`src/design/ctx_pkg.sv`:
```
// shared constants and types for the cycle-timed instruction sequencer
package ctx_pkg;
  // ==========================================================
  // widths and reset values
  localparam int PC_W = 16;
  localparam logic [15:0] PC_RESET = 16'h0000;
  localparam logic [7:0] SFR_BASE = 8'h80;
  // ==========================================================
  // flag update mask positions: carry, auxiliary carry, overflow
  localparam logic [2:0] FLG_CY = 3'h4;
  localparam logic [2:0] FLG_AC = 3'h2;
  localparam logic [2:0] FLG_OV = 3'h1;
  localparam logic [2:0] FLG_ARITH = 3'h7;
  localparam logic [2:0] FLG_MULDIV = 3'h5;
  // ==========================================================
  // instruction lengths and clock counts
  localparam logic [1:0] LEN_1 = 2'h1;
  localparam logic [1:0] LEN_2 = 2'h2;
  localparam logic [1:0] LEN_3 = 2'h3;
  localparam logic [3:0] CYC_1 = 4'h1;
  localparam logic [3:0] CYC_2 = 4'h2;
  localparam logic [3:0] CYC_3 = 4'h3;
  localparam logic [3:0] CYC_4 = 4'h4;
  localparam logic [3:0] CYC_5 = 4'h5;
  localparam logic [3:0] CYC_8 = 4'h8;
  localparam logic [3:0] CYC_TAKEN_EXTRA = 4'h1;
  // ==========================================================
  // how an instruction redirects the program counter
  typedef enum logic [2:0] {JK_NONE, JK_REL, JK_ABS11, JK_ABS16, JK_EXT} ctx_jump_t;
  // signed 8-bit offset added to the address after the instruction
  function automatic logic [15:0] ctx_rel_target(input logic [15:0] pc, input logic [7:0] rel);
    return pc + {{8{rel[7]}}, rel};
  endfunction
endpackage

```
`src/design/ctx_core_seq.sv`:
```
// instruction sequencer: fetch, operand collection, clock counting and branch timing
// Behaviour
// [RQ1] decode opcodes exactly as the classic instruction set
// [RQ2] count latency in core clocks only
// [RQ3] taken conditional branch costs one extra clock
// [RQ4] accumulator with working register: one byte, one clock
// [RQ5] accumulator with direct or immediate: two clocks
// [RQ6] indirect pointer operand: one byte, two clocks
// [RQ7] accumulator into direct byte: two bytes, two clocks
// [RQ8] immediate into direct byte logic: three clocks
// [RQ9] direct or immediate to direct move: three clocks
// [RQ10] accumulator to indirect RAM: one byte, two clocks
// [RQ11] accumulator-only operations take one clock
// [RQ12] working register to or from direct: two clocks
// [RQ13] working register store to direct: two bytes
// [RQ14] breakpoints, halt, run, step, state access
// [RQ15] debug uses no user resources, non-intrusive
// [RQ16] programming and debug go over two-wire link
// [RQ17] relative offset signed, from next instruction
// [RQ18] direct below 0x80 is RAM, else SFR
// [RQ19] cycles from opcode class, extra after resolve
`timescale 1ns/1ns
module ctx_core_seq
  import ctx_pkg::*;
(
  input logic CLK_SYS,
  input logic RST,
  output logic [15:0] PM_ADDR,
  input logic [7:0] PM_DATA,
  input logic BR_COND,
  input logic [15:0] EXT_TARGET,
  output logic [7:0] INSN_OPCODE,
  output logic INSN_START,
  output logic INSN_DONE,
  output logic [3:0] INSN_CYCLES,
  output logic [1:0] INSN_BYTES,
  output logic BR_TAKEN,
  output logic [2:0] FLAG_MASK,
  output logic [7:0] DIR_ADDR,
  output logic DIR_SFR,
  output logic DIR_VALID,
  input logic DBG_HALT_REQ,
  input logic DBG_RUN_REQ,
  input logic DBG_STEP_REQ,
  input logic DBG_BP_EN,
  input logic [15:0] DBG_BP_ADDR,
  input logic DBG_ACC_REQ,
  output logic DBG_HALTED,
  output logic DBG_ACC_GNT
);
  typedef enum logic [1:0] {ST_FETCH, ST_EXEC, ST_TAKEN} ctx_state_t;

  // ==========================================================
  // state
  ctx_state_t st_q;
  ctx_state_t st_d;
  logic [15:0] pc_q;
  logic [15:0] pc_d;
  logic [1:0] len_q;
  logic [3:0] base_q;
  logic [3:0] cyc_q;
  logic [1:0] idx_q;
  logic cond_q;
  ctx_jump_t jump_q;
  logic dir_q;
  logic [7:0] opnd_q;
  logic [7:0] last_q;

  // ==========================================================
  // decode and debug
  logic [1:0] dec_len;
  logic [3:0] dec_cyc;
  logic dec_cond;
  ctx_jump_t dec_jump;
  logic [2:0] dec_flags;
  logic dec_dir;
  logic go;
  logic start;
  logic capture;
  logic last;
  logic taken_now;
  logic done_now;
  logic [3:0] total;

  ctx_op_decode u_dec (
    .op(PM_DATA),
    .len(dec_len),
    .cyc(dec_cyc),
    .cond(dec_cond),
    .jump(dec_jump),
    .flags(dec_flags),
    .has_dir(dec_dir)
  );

  ctx_dbg_ctrl u_dbg (
    .clk(CLK_SYS),
    .rst(RST),
    .halt_req(DBG_HALT_REQ),
    .run_req(DBG_RUN_REQ),
    .step_req(DBG_STEP_REQ),
    .bp_en(DBG_BP_EN),
    .bp_addr(DBG_BP_ADDR),
    .acc_req(DBG_ACC_REQ),
    .at_boundary(st_q == ST_FETCH),
    .pc(pc_q),
    .insn_start(start),
    .go(go),
    .halted_q(DBG_HALTED),
    .acc_gnt_q(DBG_ACC_GNT)
  );

  // ==========================================================
  // cycle bookkeeping; one clock is one instruction step, no machine cycles
  assign start = st_q == ST_FETCH && go;
  assign capture = st_q == ST_EXEC && idx_q < len_q;
  assign last = st_q == ST_EXEC && cyc_q + CYC_1 == base_q; // RQ2
  assign taken_now = last && cond_q && BR_COND; // RQ19
  assign done_now = (start && dec_cyc == CYC_1) || (last && !taken_now) || st_q == ST_TAKEN;
  assign total = cyc_q + CYC_1;

  // ==========================================================
  // next state and program counter
  always_comb begin
    st_d = st_q;
    pc_d = pc_q;
    case (st_q)
      ST_FETCH: begin
        if (start) begin
          pc_d = pc_q + 16'h0001;
          st_d = (dec_cyc == CYC_1) ? ST_FETCH : ST_EXEC; // RQ4 RQ11
        end
      end
      ST_EXEC: begin
        if (capture) begin
          pc_d = pc_q + 16'h0001;
        end
        if (last) begin
          st_d = taken_now ? ST_TAKEN : ST_FETCH; // RQ3
          if (!cond_q) begin
            case (jump_q)
              JK_REL: pc_d = ctx_rel_target(pc_q, last_q); // RQ17
              JK_ABS11: pc_d = {pc_q[15:11], INSN_OPCODE[7:5], opnd_q};
              JK_ABS16: pc_d = {opnd_q, last_q};
              JK_EXT: pc_d = EXT_TARGET;
              default: pc_d = pc_d;
            endcase
          end
        end
      end
      ST_TAKEN: begin
        // the offset is added only once the condition has been resolved
        pc_d = ctx_rel_target(pc_q, last_q); // RQ17 RQ19
        st_d = ST_FETCH;
      end
      default: st_d = ST_FETCH;
    endcase
  end

  always_ff @(posedge CLK_SYS or posedge RST) begin
    if (RST) begin
      st_q <= ST_FETCH;
      pc_q <= PC_RESET;
    end else begin
      st_q <= st_d;
      pc_q <= pc_d;
    end
  end

  // ==========================================================
  // per-instruction class latched at fetch
  always_ff @(posedge CLK_SYS or posedge RST) begin
    if (RST) begin
      len_q <= LEN_1;
      base_q <= CYC_1;
      cond_q <= 1'b0;
      jump_q <= JK_NONE;
      dir_q <= 1'b0;
      INSN_OPCODE <= 8'h00;
      FLAG_MASK <= 3'h0;
    end else if (start) begin
      len_q <= dec_len; // RQ19
      base_q <= dec_cyc; // RQ19
      cond_q <= dec_cond;
      jump_q <= dec_jump;
      dir_q <= dec_dir;
      INSN_OPCODE <= PM_DATA; // RQ1
      FLAG_MASK <= dec_flags; // RQ1
    end
  end

  // clocks elapsed and bytes consumed inside the instruction
  always_ff @(posedge CLK_SYS or posedge RST) begin
    if (RST) begin
      cyc_q <= 4'h0;
      idx_q <= 2'h0;
    end else if (start) begin
      cyc_q <= CYC_1;
      idx_q <= LEN_1;
    end else if (st_q != ST_FETCH) begin
      cyc_q <= total; // RQ2
      if (capture) begin
        idx_q <= idx_q + LEN_1;
      end
    end
  end

  // ==========================================================
  // operand bytes; the offset of a branch is always its final byte
  always_ff @(posedge CLK_SYS or posedge RST) begin
    if (RST) begin
      opnd_q <= 8'h00;
      last_q <= 8'h00;
    end else if (capture) begin
      last_q <= PM_DATA;
      if (idx_q == LEN_1) begin
        opnd_q <= PM_DATA;
      end
    end
  end

  // direct operand space select for the data path
  always_ff @(posedge CLK_SYS or posedge RST) begin
    if (RST) begin
      DIR_ADDR <= 8'h00;
      DIR_SFR <= 1'b0;
      DIR_VALID <= 1'b0;
    end else if (start) begin
      DIR_VALID <= 1'b0;
    end else if (capture && idx_q == LEN_1 && dir_q) begin
      DIR_ADDR <= PM_DATA;
      DIR_SFR <= PM_DATA >= SFR_BASE; // RQ18
      DIR_VALID <= 1'b1;
    end
  end

  // ==========================================================
  // completion reporting, registered so every output is a flop
  always_ff @(posedge CLK_SYS or posedge RST) begin
    if (RST) begin
      INSN_START <= 1'b0;
      INSN_DONE <= 1'b0;
      INSN_CYCLES <= 4'h0;
      INSN_BYTES <= 2'h0;
      BR_TAKEN <= 1'b0;
    end else begin
      INSN_START <= start;
      INSN_DONE <= done_now;
      if (done_now) begin
        INSN_CYCLES <= start ? CYC_1 : total; // RQ2
        INSN_BYTES <= start ? dec_len : len_q;
        BR_TAKEN <= st_q == ST_TAKEN; // RQ3
      end
    end
  end

  always_comb begin
    PM_ADDR = pc_q;
  end
endmodule

```
`src/design/ctx_op_decode.sv`:
```
// opcode class decoder: length, clock count, branch kind and flag effects
`timescale 1ns/1ns
module ctx_op_decode
  import ctx_pkg::*;
(
  input logic [7:0] op,
  output logic [1:0] len,
  output logic [3:0] cyc,
  output logic cond,
  output ctx_jump_t jump,
  output logic [2:0] flags,
  output logic has_dir
);
  logic [5:0] lc;
  logic [3:0] hi;
  logic [3:0] lo;
  assign hi = op[7:4];
  assign lo = op[3:0];
  assign len = lc[5:4];
  assign cyc = lc[3:0];
  // ==========================================================
  // classic encoding map, one column of the opcode table at a time
  always_comb begin // RQ1
    lc = {LEN_1, CYC_1};
    cond = 1'b0;
    jump = JK_NONE;
    flags = 3'h0;
    has_dir = 1'b0;
    case (lo)
      4'h0: begin
        case (hi)
          4'h0: lc = {LEN_1, CYC_1};
          4'h1, 4'h2, 4'h3: begin lc = {LEN_3, CYC_3}; cond = 1'b1; end // RQ3
          4'h4, 4'h5, 4'h6, 4'h7: begin lc = {LEN_2, CYC_2}; cond = 1'b1; end // RQ3
          4'h8: begin lc = {LEN_2, CYC_3}; jump = JK_REL; end
          4'h9: lc = {LEN_3, CYC_3};
          4'hA, 4'hB: begin lc = {LEN_2, CYC_2}; flags = FLG_CY; end
          4'hC, 4'hD: begin lc = {LEN_2, CYC_2}; has_dir = 1'b1; end
          default: lc = {LEN_1, CYC_3};
        endcase
      end
      4'h1: begin lc = {LEN_2, CYC_3}; jump = JK_ABS11; end
      4'h2: begin
        case (hi)
          4'h0, 4'h1: begin lc = {LEN_3, CYC_4}; jump = JK_ABS16; end
          4'h2, 4'h3: begin lc = {LEN_1, CYC_5}; jump = JK_EXT; end
          4'h4, 4'h5, 4'h6: begin lc = {LEN_2, CYC_2}; has_dir = 1'b1; end // RQ7
          4'h7, 4'h8, 4'hA: begin lc = {LEN_2, CYC_2}; flags = FLG_CY; end
          4'hE, 4'hF: lc = {LEN_1, CYC_3};
          default: lc = {LEN_2, CYC_2};
        endcase
      end
      4'h3: begin
        case (hi)
          4'h1, 4'h3, 4'hB, 4'hC, 4'hD: flags = FLG_CY; // RQ11
          4'h4, 4'h5, 4'h6: begin lc = {LEN_3, CYC_3}; has_dir = 1'b1; end // RQ8
          4'h7: begin lc = {LEN_1, CYC_3}; jump = JK_EXT; end
          4'h8, 4'h9, 4'hE, 4'hF: lc = {LEN_1, CYC_3};
          default: lc = {LEN_1, CYC_1}; // RQ11
        endcase
      end
      4'h4: begin
        case (hi)
          4'h8: begin lc = {LEN_1, CYC_8}; flags = FLG_MULDIV; end
          4'hA: begin lc = {LEN_1, CYC_4}; flags = FLG_MULDIV; end
          4'hB: begin lc = {LEN_3, CYC_3}; cond = 1'b1; flags = FLG_CY; end
          4'hD: flags = FLG_CY;
          4'h2, 4'h3, 4'h4, 4'h5, 4'h6, 4'h7, 4'h9: lc = {LEN_2, CYC_2}; // RQ5
          default: lc = {LEN_1, CYC_1}; // RQ11
        endcase
      end
      4'h5: begin
        has_dir = (hi != 4'hA);
        case (hi)
          4'h7, 4'h8: lc = {LEN_3, CYC_3}; // RQ9
          4'hA: lc = {LEN_1, CYC_1};
          4'hB: begin lc = {LEN_3, CYC_3}; cond = 1'b1; flags = FLG_CY; end
          4'hD: begin lc = {LEN_3, CYC_3}; cond = 1'b1; end
          default: lc = {LEN_2, CYC_2}; // RQ5
        endcase
      end
      4'h6, 4'h7: begin
        case (hi)
          4'h7: lc = {LEN_2, CYC_2};
          4'h8, 4'hA: begin lc = {LEN_2, CYC_2}; has_dir = 1'b1; end
          4'hB: begin lc = {LEN_3, CYC_4}; cond = 1'b1; flags = FLG_CY; end
          default: lc = {LEN_1, CYC_2}; // RQ6 RQ10
        endcase
      end
      default: begin
        case (hi)
          4'h7: lc = {LEN_2, CYC_2};
          4'h8, 4'hA: begin lc = {LEN_2, CYC_2}; has_dir = 1'b1; end // RQ12 RQ13
          4'hB: begin lc = {LEN_3, CYC_3}; cond = 1'b1; flags = FLG_CY; end
          4'hD: begin lc = {LEN_2, CYC_2}; cond = 1'b1; end
          default: lc = {LEN_1, CYC_1}; // RQ4
        endcase
      end
    endcase
    if (lo >= 4'h4 && (hi == 4'h2 || hi == 4'h3 || hi == 4'h9)) begin
      flags = FLG_ARITH;
    end
  end
endmodule

```
`src/design/ctx_dbg_ctrl.sv`:
```
// run control for the debug host: halt, run, single step, breakpoint, access grant
`timescale 1ns/1ns
module ctx_dbg_ctrl
  import ctx_pkg::*;
(
  input logic clk,
  input logic rst,
  input logic halt_req,
  input logic run_req,
  input logic step_req,
  input logic bp_en,
  input logic [15:0] bp_addr,
  input logic acc_req,
  input logic at_boundary,
  input logic [15:0] pc,
  input logic insn_start,
  output logic go,
  output logic halted_q,
  output logic acc_gnt_q
);
  logic step_pend_q;
  logic skip_bp_q;
  logic bp_hit;
  // ==========================================================
  // breakpoints only gate instruction start, so no user resource is touched
  assign bp_hit = at_boundary && bp_en && pc == bp_addr && !halted_q && !skip_bp_q; // RQ14 RQ15
  assign go = (!halted_q && !bp_hit) || step_pend_q; // RQ14
  // ==========================================================
  // halt and breakpoint win over a run request in the same cycle
  always_ff @(posedge clk or posedge rst) begin
    if (rst) begin
      halted_q <= 1'b0;
    end else if (halt_req || bp_hit) begin
      halted_q <= 1'b1;
    end else if (run_req) begin
      halted_q <= 1'b0;
    end
  end
  always_ff @(posedge clk or posedge rst) begin
    if (rst) begin
      step_pend_q <= 1'b0;
      skip_bp_q <= 1'b0;
    end else begin
      if (insn_start) begin
        step_pend_q <= 1'b0;
      end else if (step_req && halted_q) begin
        step_pend_q <= 1'b1; // RQ14
      end
      if (insn_start) begin
        skip_bp_q <= 1'b0;
      end else if ((run_req || step_req) && halted_q) begin
        skip_bp_q <= 1'b1;
      end
    end
  end
  // register and memory access from the link only while the core is parked
  always_ff @(posedge clk or posedge rst) begin
    if (rst) begin
      acc_gnt_q <= 1'b0;
    end else begin
      // a run or step leaves the parked state, so the grant drops on the edge that samples the request, not a clock after
      acc_gnt_q <= acc_req && halted_q && !step_pend_q && !run_req && !step_req; // RQ15 RQ16
    end
  end
endmodule

```
`config.mk`:
```
export PLATFORM = sky130hd
export DESIGN_NAME = ctx_core_seq
export DESIGN_NICKNAME = d
export VERILOG_FILES = /design/src/design/ctx_pkg.sv /design/src/design/ctx_core_seq.sv /design/src/design/ctx_op_decode.sv /design/src/design/ctx_dbg_ctrl.sv
export SDC_FILE = /design/constraint.sdc
export NUM_CORES = 1
export LEC_CHECK = 0
export ABC_CLOCK_PERIOD_IN_PS = 5680
export BUFFER_PORTS_ARGS = -buffer_cell sky130_fd_sc_hd__buf_2
export CAP_MARGIN = 20
export CORE_UTILIZATION = 30
export CTS_CLUSTER_DIAMETER = 50
export DETAILED_ROUTE_END_ITERATION = 16
export GPL_TIMING_DRIVEN = 0
export REMOVE_ABC_BUFFERS = 1
export SYNTH_ARGS = -nofsm -noshare
export SYNTH_HDL_FRONTEND = slang
export SYNTH_SLANG_ARGS = --single-unit
```
`constraint.sdc`:
```
create_clock -name CLK_SYS -period 5.68 [get_ports CLK_SYS]
set_input_delay 0.284 -clock CLK_SYS [delete_from_list [all_inputs] [get_ports CLK_SYS]]
set_output_delay 0.284 -clock CLK_SYS [all_outputs]
set_load 0.02 [all_outputs]
```
==> results, run 1 <==
- The die area is 0.0228 mm2.
- The depth of the worst register-to-register path is 12.
- The floorplan core area is 0.0218 mm2.
- The cell area power density is 543 mW/mm2.
- After clock tree synthesis, the clock-pin slew on the worst setup and hold paths is 0.07 ns.
- The per-instance average area after synthesis is 8.20 um2.
- The worst path required time is 5.92 ns.
- The count of final setup violators is 0.
- Setup slack closes at 1.41 ns.
- The detail-routed via count per cell is 5.59.
- The sequential-to-total area share from yosys stat is 32.0%.
- The cell at the slowest stage of the critical path is nor3b_1.
- The arrival time at the worst endpoint is 4.51 ns.
- The DRC violations left is 2.
- The clock period could shrink to 4.27 ns.
- The initial antenna violation count is 1.
- In the global route stage, overall resource usage came out at 19.0%.
- The run finished, with violations left.
- The synthesized design contains 0 enable-type register cells.
- The final layout contains routed wiring with a total length of 21100 um.
- Counting the fill cells in the layout gives 2315.
- Across all register-to-register paths, the minimum setup slack is 1.41 ns.
- The top-level I/O count is 96.
- The effective utilization at floorplan is 30.6%.
- The maximum clock insertion buffer count is 2.
- The number of iterations in the first detailed-routing pass is 11.
- Across the run, the number of max-cap violations was 0.
- The detail route stage leaves a number of antenna-violating nets equal to 0.
- The count of final max-slew check failures was 0.
- The checks that failed: DRC.
- The placed wire-length estimate is 15400 um.
- The worst path buffer plus inverter count is 3.
- Summing every instance area after synthesis gives 0.00665 mm2.
- For this block, the initial DRC count from the detailed router was 664.
- From synthesis to final layout, the design area changed by 14.5%.
- The peak ir drop on the vdd network is 0.000204 V.
- The number of buffers added by the clock tree synthesis step is 9.
- TritonCTS built the clock tree.
- In this design, the stage delay of the slowest critical-path cell is 0.57 ns.
- The critical path goes through inv_1 -> ha_1 -> and4bb_1 -> nand2_1 -> nor4b_2 -> a21oi_1 -> nor2_4 -> or2b_2 -> inv_2 -> nor3b_1 -> buf_2 -> mux2_1.
- The post-cts repair resize count is 0.
- The top cell type by total area after synthesis is dfrtp_1.
- The path class of the tightest hold or removal check is primary input to flip-flop.
- The number of warnings printed during yosys synthesis is 0.
- Of all nets on the critical path, the largest fanout is 32.
- The H-tree generated during clock tree synthesis spans 3 levels.
- The clock insertion delay at the later pin of the skew report is 0.35 ns.
- At the pin with the least slew margin, the transition time is 1.01 ns.
- The critical path's top delay family is simple AND/OR/NAND/NOR gates.
- The per-cell routed wire length is 18.3 um.
- In the final design database the tool counted 939 nets.
- The setup TNS after final layout is 0 ns.
- Setup repair after global routing left no endpoint under its margin.
- Measured along the x axis, the die boundary spans 151 um.
- The wire length of the first global-routing pass is 33100 um.
- In this run the vertical extent of the chip is 151 um.
- The number of sinks driven by the clock tree is 85.
- After technology mapping, the gate count stands at 811.
- Of the cells placed in the final design, the portion with a size suffix greater than 1 is 18.1%.
- The maximum clock frequency is 234 MHz.
- The via count of the first global-routing pass is 5794.
- Routability-driven placement finished with a final weighted congestion of 0.886.
- The worst setup path is captured at a flip-flop.
- For this run, the leading register cell type out of synthesis is dfrtp_1.
- In the post-synthesis netlist, the biggest area contributors are dfrtp_1 31%, nand2_1 6.8%, xnor2_1 5.3%, o21ai_0 4.5%, ha_1 4.3%.
- Clock skew on the completed layout was measured at 0.00923 ns.
- The worst relative slew slack is 32.5%.
- Entering global routing, the biggest net connects 53 pins.
- The worst slack after detailed placement is 1.27 ns.
- CTS placed an instance of clkbuf_16 at the clock tree root.
- The number of hold-slack violations in the final timing report was 0.
- The remaining global-route overflow is 0.
- The number of distinct standard cells referenced by the synthesized netlist is 88.
- The total number of vias is 6444.
- The worst hold path was traced through 3 stages.
- Cells fill 35.0% of the core in the end.
- The floorplan has 54 rows.
- The critical path depth in cells is 12.
- The synthesized design devotes to its leading area cell type 31.2% of total area.
- The post-synthesis async set-or-reset flop share is 100%.
- The worst setup path is launched from a flip-flop.
- The flip-flop and latch count after synthesis is 85.
- The number of input and output port buffers inserted is 95.
- For this design the static power due to leakage is 3.24 nW.
- The critical path class is flip-flop to flip-flop.
- After layout, the worst path uses 75.2% of the clock period.
-- cell usage after synthesis (4+ instances only) --
master    count
nand2_1     120
dfrtp_1      83
o21ai_0      60
nor2_1       54
a21oi_1      52
xnor2_1      40
clkbuf_1     33
inv_1        26
ha_1         23
nor3_1       20
nand3_1      19
buf_2        16
mux2_2       13
o211ai_1     13
a31oi_1      12
and3_1       12
xor2_1       12
a211oi_1     11
a21o_1       10
mux2_1       10
nand4_1      10
nand2b_1      9
a22o_1        7
a221o_1       6
a311oi_1      6
a32oi_1       6
and2_1        6
nor2b_1       6
nor4_1        6
o31ai_1       6
a221oi_1      4
a31o_2        4
mux2i_1       4
nand3b_1      4
nor3b_1       4
o221a_2       4
-- layout make-up --
cell class,instances,area (um2),area share [%]
multi-input cells,641,4170,54.7
diodes,1,2.50,0.0329
flip-flops and latches,85,2130,28.0
clock buffers,10,239,3.14
well taps,280,350,4.60
inverters,28,109,1.43
clock inverters,6,51.3,0.674
repair buffers,102,567,7.44
-- placed cells by master, fill, tap and decap left out, types with 7 or more instances in the layout --
cell type	count
dfrtp_1	83
nor3_1	19
nand2_1	120
clkbuf_16	9
inv_1	25
buf_2	96
o211ai_1	13
a211oi_1	11
ha_1	23
nand3_1	19
and3_1	12
mux2_2	13
nand2b_1	9
mux2_1	10
xnor2_1	40
nor2_1	54
xor2_1	12
nand4_1	10
a21o_1	10
a21oi_1	51
a31oi_1	12
o21ai_0	60
a22o_1	7
-- timing repair --
item                                   4_1_cts  5_1_grt
hold buffers                                 1        0
endpoints found under the hold margin       33        0
buffers inserted                             0        0
-- worst min-delay path: cells and delay by family --
| family | cells | cell delay (ns) |
|---|---|---|
| AOI/OAI and AO/OA | 1 | 0.03 |
| buffers and inverters | 1 | 0.08 |
| and+or+nand+nor | 1 | 0.05 |
-- state kept, by name, summed over array words and instances (netlist names), 2 cells and up --
signal and flops:
base_q 4, INSN_CYCLES 4, len_q 2, st_q 2
last_q 8, PM_ADDR 16, cyc_q 4, FLAG_MASK 3
opnd_q 8, idx_q 2, DIR_ADDR 8, jump_q 3
INSN_BYTES 2, INSN_OPCODE 8
-- power by group --
group / total, mW / leakage (nW) / internal, mW / switching, mW
clock network: 0.595 / 0.140 / 0.315 / 0.280
registers: 1.20 / 1.06 / 0.857 / 0.345
logic: 2.34 / 2.05 / 0.935 / 1.41
total: 4.14 / 3.24 / 2.11 / 2.03
-- per-layer routing --
metal,vias up,routed length [um],global-route usage (%)
met5,-,0,0
met4,0,343,5.75
met3,27,1400,3.31
met2,248,9280,28.6
met1,3082,10100,27.6
li1,3087,-,-
-- metrics by stage --
| stage | power (mW) | area (um2) | hold slack, ns | instances |
|---|---|---|---|---|
| after global placement | 3.48 | 7220 | 0.456 | 1129 |
| after floorplan | 2.79 | 6390 | 0.386 | 754 |
| after global routing | 4.46 | 7610 | 0.137 | 1152 |
| final | 4.14 | 7610 | 0.119 | 1153 |
| after detailed placement | 3.52 | 7300 | 0.335 | 1134 |
| after CTS | 4.13 | 7600 | 0.110 | 1151 |
-- logic make-up (layout without fill, tap and decap cells) --
group | Yosys count | in the layout | synth area share [%]
xor gates and xnor gates | 53 | 53 | 7.21
muxes | 27 | 27 | 4.50
adders and majority gates | 24 | 24 | 4.63
DFF | 85 | 85 | 32.0
and+or+nand+nor | 294 | 294 | 21.6
other | 0 | 1 | 0
buffers and inverters | 85 | 146 | 5.42
AOI/OAI and AO/OA | 243 | 243 | 24.6
-- path summary, 6_finish.rpt --
path,from,endpoint
max,st_q[0],DIR_ADDR[1]
min,DBG_HALT_REQ,u_dbg.halted_q
max in group asynchronous,RST,len_q[0]
min in group asynchronous,RST,INSN_OPCODE[0]
min reg2reg,FLAG_MASK[0],FLAG_MASK[0]
max reg2reg,st_q[0],DIR_ADDR[1]
No activity file was read; power rests on OpenSTA's default activity.
==> run 2: changes to the inputs <==
ABC_AREA = 1   (was unset)
ABC_CLOCK_PERIOD_IN_PS = 4059   (was 5680)
clock period = 4.06 ns   (was 5.68 ns; I/O delays follow)
==> results, run 2 <==
- Fill cells in the final layout number 2503.
- Static timing analysis puts the maximum clock frequency at 285 MHz.
- Clock tree synthesis selected as its root buffer the cell clkbuf_16.
- The area of the multi-input gates is 0.00409 mm2.
- In this run the cell area of the synthesized design comes to 0.00690 mm2.
- The synthesized netlist devotes 10.1% of its cell area to compound gates.
- The floorplan step set the die height to 154 um.
- The number of buffers added by the clock tree synthesis step is 9.
- The die area is 0.0236 mm2.
- The row count is 55.
- The number of H-tree levels is 3.
- The number of distinct standard cells referenced by the synthesized netlist is 50.
- The worst setup skew after layout is 0.00803 ns.
- The growth of design area from synthesis to finish is 15.0%.
- Data arrives at the worst endpoint at 3.75 ns.
- The number of warnings printed during yosys synthesis is 0.
- The number of DRC markers after the initial detailed-route iteration is 497.
- The sort of element at the start of the critical path is a flip-flop.
- The time the final worst path needs with I/O delays and setup is 3.51 ns.
- The effective utilization at floorplan is 30.5%.
- The floorplan core area is 0.0226 mm2.
- The multiplexer area fraction after synthesis is 0%.
- Dividing total power by cell area gives a power density of 743 mW/mm2.
- After Yosys synthesis, and, or, nand and nor cells account for 41.5% of the synthesized area.
- The number of sinks driven by the clock tree is 85.
- Setup repair after global routing left no endpoint under its margin.
- The maximum clock insertion buffer count is 2.
- The area share of the largest cell type after synthesis is 30.1%.
- In this design, the stage delay of the slowest critical-path cell is 0.74 ns.
- STA puts the critical path data required time at 4.30 ns.
- The cell at the slowest stage of the critical path is nor3_4.
- The DRC violations left is 0.
- Leaving out fill and tap cells, the most frequent cell in the layout is nand2_1.
- The largest driver fanout on the critical path is 19.
- After synthesis, the largest family of logic cells by area is simple AND/OR/NAND/NOR gates.
- Headroom to the max-slew limit came out at 40.2%.
- The largest total area in the synthesized netlist belongs to dfrtp_1.
- In the final design database the tool counted 1213 nets.
- The placed wire-length estimate is 16500 um.
- The total overflow left after global routing is 0.
- Counting both buffers and inverters, the worst setup path holds a total of 3.
- Hold is met by 0.0349 ns.
- Leaving out fill and tap cells, the most frequent cells in the layout are 388 x nand2_1, 118 x inv_1, 95 x buf_2.
- The largest net degree at the start of global routing is 67.
- The via count of the first global-routing pass is 6767.
- The number of hold-slack violations in the final timing report is 0.
- The tool flagged a number of max-cap violations equal to 0.
- Counting instances in the post-synthesis netlist gives the leading cell types as 388 x nand2_1, 119 x inv_1, 90 x nand3_1, 83 x dfrtp_1, 78 x nor2_1.
- The number of input and output port buffers inserted is 95.
- In this design, the largest share of critical-path delay is due to simple AND/OR/NAND/NOR gates.
- By area the synthesized netlist is led by dfrtp_1 30%, nand2_1 21%, nand3_1 6.5%, inv_1 6.5%, nor2_1 4.2%.
- The total power after layout is 5.89 mW.
- The share of the core filled with cells in the final layout is 35.1%.
- The setup TNS after final layout is 0 ns.
- The sequential-to-total area share from yosys stat is 30.9%.
- The wire length of the first global-routing pass is 35400 um.
- The post-cts repair resize count is 0.
- The later pin in the worst-skew pair is clocked with a latency of 0.35 ns.
- The top-level I/O count is 96.
- After detailed routing, the total wire length is 21900 um.
- The worst path meets setup with 0.548 ns of slack.
- The count of final max-slew check failures is 0.
- The total number of vias is 7050.
- The per-cell routed wire length is 15.3 um.
- nand2_1 is the most common cell in the netlist.
- The synthesized-area fraction occupied by xor and xnor cells is 3.18%.
- At the placement stage, the worst setup path has a slack of 0.581 ns.
- Measured along the x axis, the die boundary spans 154 um.
- Synthesis inferred 85 register bits.
- The initial antenna violation count was 0.
- Counting flops with an async set or reset pin after synthesis yields a share of 100%.
- The synthesized instance count is 1060.
- The leading register cell type out of synthesis is dfrtp_1.
- The number of iterations in the first detailed-routing pass is 5.
- The type of destination of the critical path is a flip-flop.
- The register with the most flip-flops in the layout has 16 of them.
- Registers take 0.00213 mm2.
- The signal on the critical path passes through inv_1 -> ha_1 -> inv_2 -> nor3_4 -> nand2_1 -> inv_2 -> nand3_4 -> nand2_1 -> o21ai_2.
- A synthesized cell averages 6.51 um2.
- The slack of the worst reg-to-reg path is 0.55 ns.
- The flow ran to the end, and the final reports show no timing, DRC or antenna violations.
- For the pin with the worst max-slew slack, the measured transition is 0.897 ns.
- The static power due to leakage is 4.17 nW.
- The remaining number of nets flagged by the antenna check after routing is 0.
- Global routing used 19.1% of the available tracks.
- The antenna cell count is 0.
- The weighted congestion at the end of routability-driven global placement is 0.905.
- Setup violations remaining at the end of the flow were counted as 0.
- In this run the worst hold path is classified as primary input to flip-flop.
- Clock-pin slew was measured on the worst setup and hold paths at 0.07 ns.
- The worst setup path is of the flip-flop to flip-flop kind.
- TritonCTS built the clock tree.
- The arithmetic-cell share of the synthesized area counting full adders, half adders and majority gates is 4.46%.
- Dividing the final minimum period by the clock period gives 86.5%.
- Dividing the detail-routed via count by the number of cells gives 4.93.
- In the final layout, the share of cells above drive strength 1 is 16.7%.
- The peak ir drop on the vdd network is 0.000286 V.
- The synthesized design contains 0 enable-type register cells.
## run 2: changes by cell type in the layout (fill, tap and decap cells not counted), moves of 15 or more
cell | before | now
a21oi_1 | 51 | 26
nand3_1 | 19 | 90
xnor2_1 | 40 | 8
nor2_1 | 54 | 78
inv_2 | 1 | 16
inv_1 | 25 | 118
nand2_1 | 120 | 388
## run 2: per-layer routing
metal | global-route usage [%] | vias to the layer above | part of all wire (%)
met1 | 25.2 | 3268 | 46
met4 | 5.33 | 0 | 1.8
met2 | 32.1 | 220 | 47
met3 | 3.21 | 25 | 5.7
li1 | - | 3537 | -
met5 | 0 | - | 0
## run 2: repair_timing
| item | in CTS | in global routing |
|---|---|---|
| hold buffers | 1 | 0 |
| hold endpoints to repair | 19 | 0 |
| buffers inserted | 0 | 0 |
## run 2: layout make-up
cell class	instances	share of cell area, %
multi-input cells	807	51.6
flip-flops and latches	85	26.9
repair buffers	99	6.71
well taps	285	4.50
clock buffers	10	3.01
clock inverters	6	0.647
inverters	139	6.71
## run 2: power by group
group	internal (mW)	switching, mW
Clock	0.441	0.384
Sequential	1.19	0.438
Combinational	1.16	2.27
## run 2: kinds of logic (layout without fill, tap and decap cells)
kind of cell | count (synthesis) | count (layout)
DFF | 85 | 85
adders and majority gates | 24 | 24
xor gates and xnor gates | 25 | 25
and+or+nand+nor | 641 | 641
buffers and inverters | 168 | 254
AOI/OAI and AO/OA | 117 | 117
## run 2: path summary, 6_finish.rpt
| kind | start | end | depth (start not counted) |
|---|---|---|---|
| max | st_q[1] | DIR_ADDR[1] | 9 |
| min | DBG_STEP_REQ | u_dbg.acc_gnt_q | 2 |
| max reg2reg | st_q[1] | DIR_ADDR[1] | 9 |
| min reg2reg | INSN_BYTES[1] | INSN_BYTES[1] | 2 |
| max in group asynchronous | RST | len_q[0] | 4 |
| min in group asynchronous | RST | INSN_START | 3 |
## run 2: through the flow
step                      area, um2  instances
final                          7930       1431
after global routing           7930       1431
after CTS                      7920       1430
after detailed placement       7620       1413
after global placement         7580       1411
after floorplan                6750       1031
## run 2: worst register-to-register path: stages, from the launching register on
cell and delay [ns]:
dfrtp_1 0.42, inv_1 0.09, ha_1 0.65, inv_2 0.23
nor3_4 0.74, nand2_1 0.59, inv_2 0.21, nand3_4 0.24
nand2_1 0.16, o21ai_2 0.07
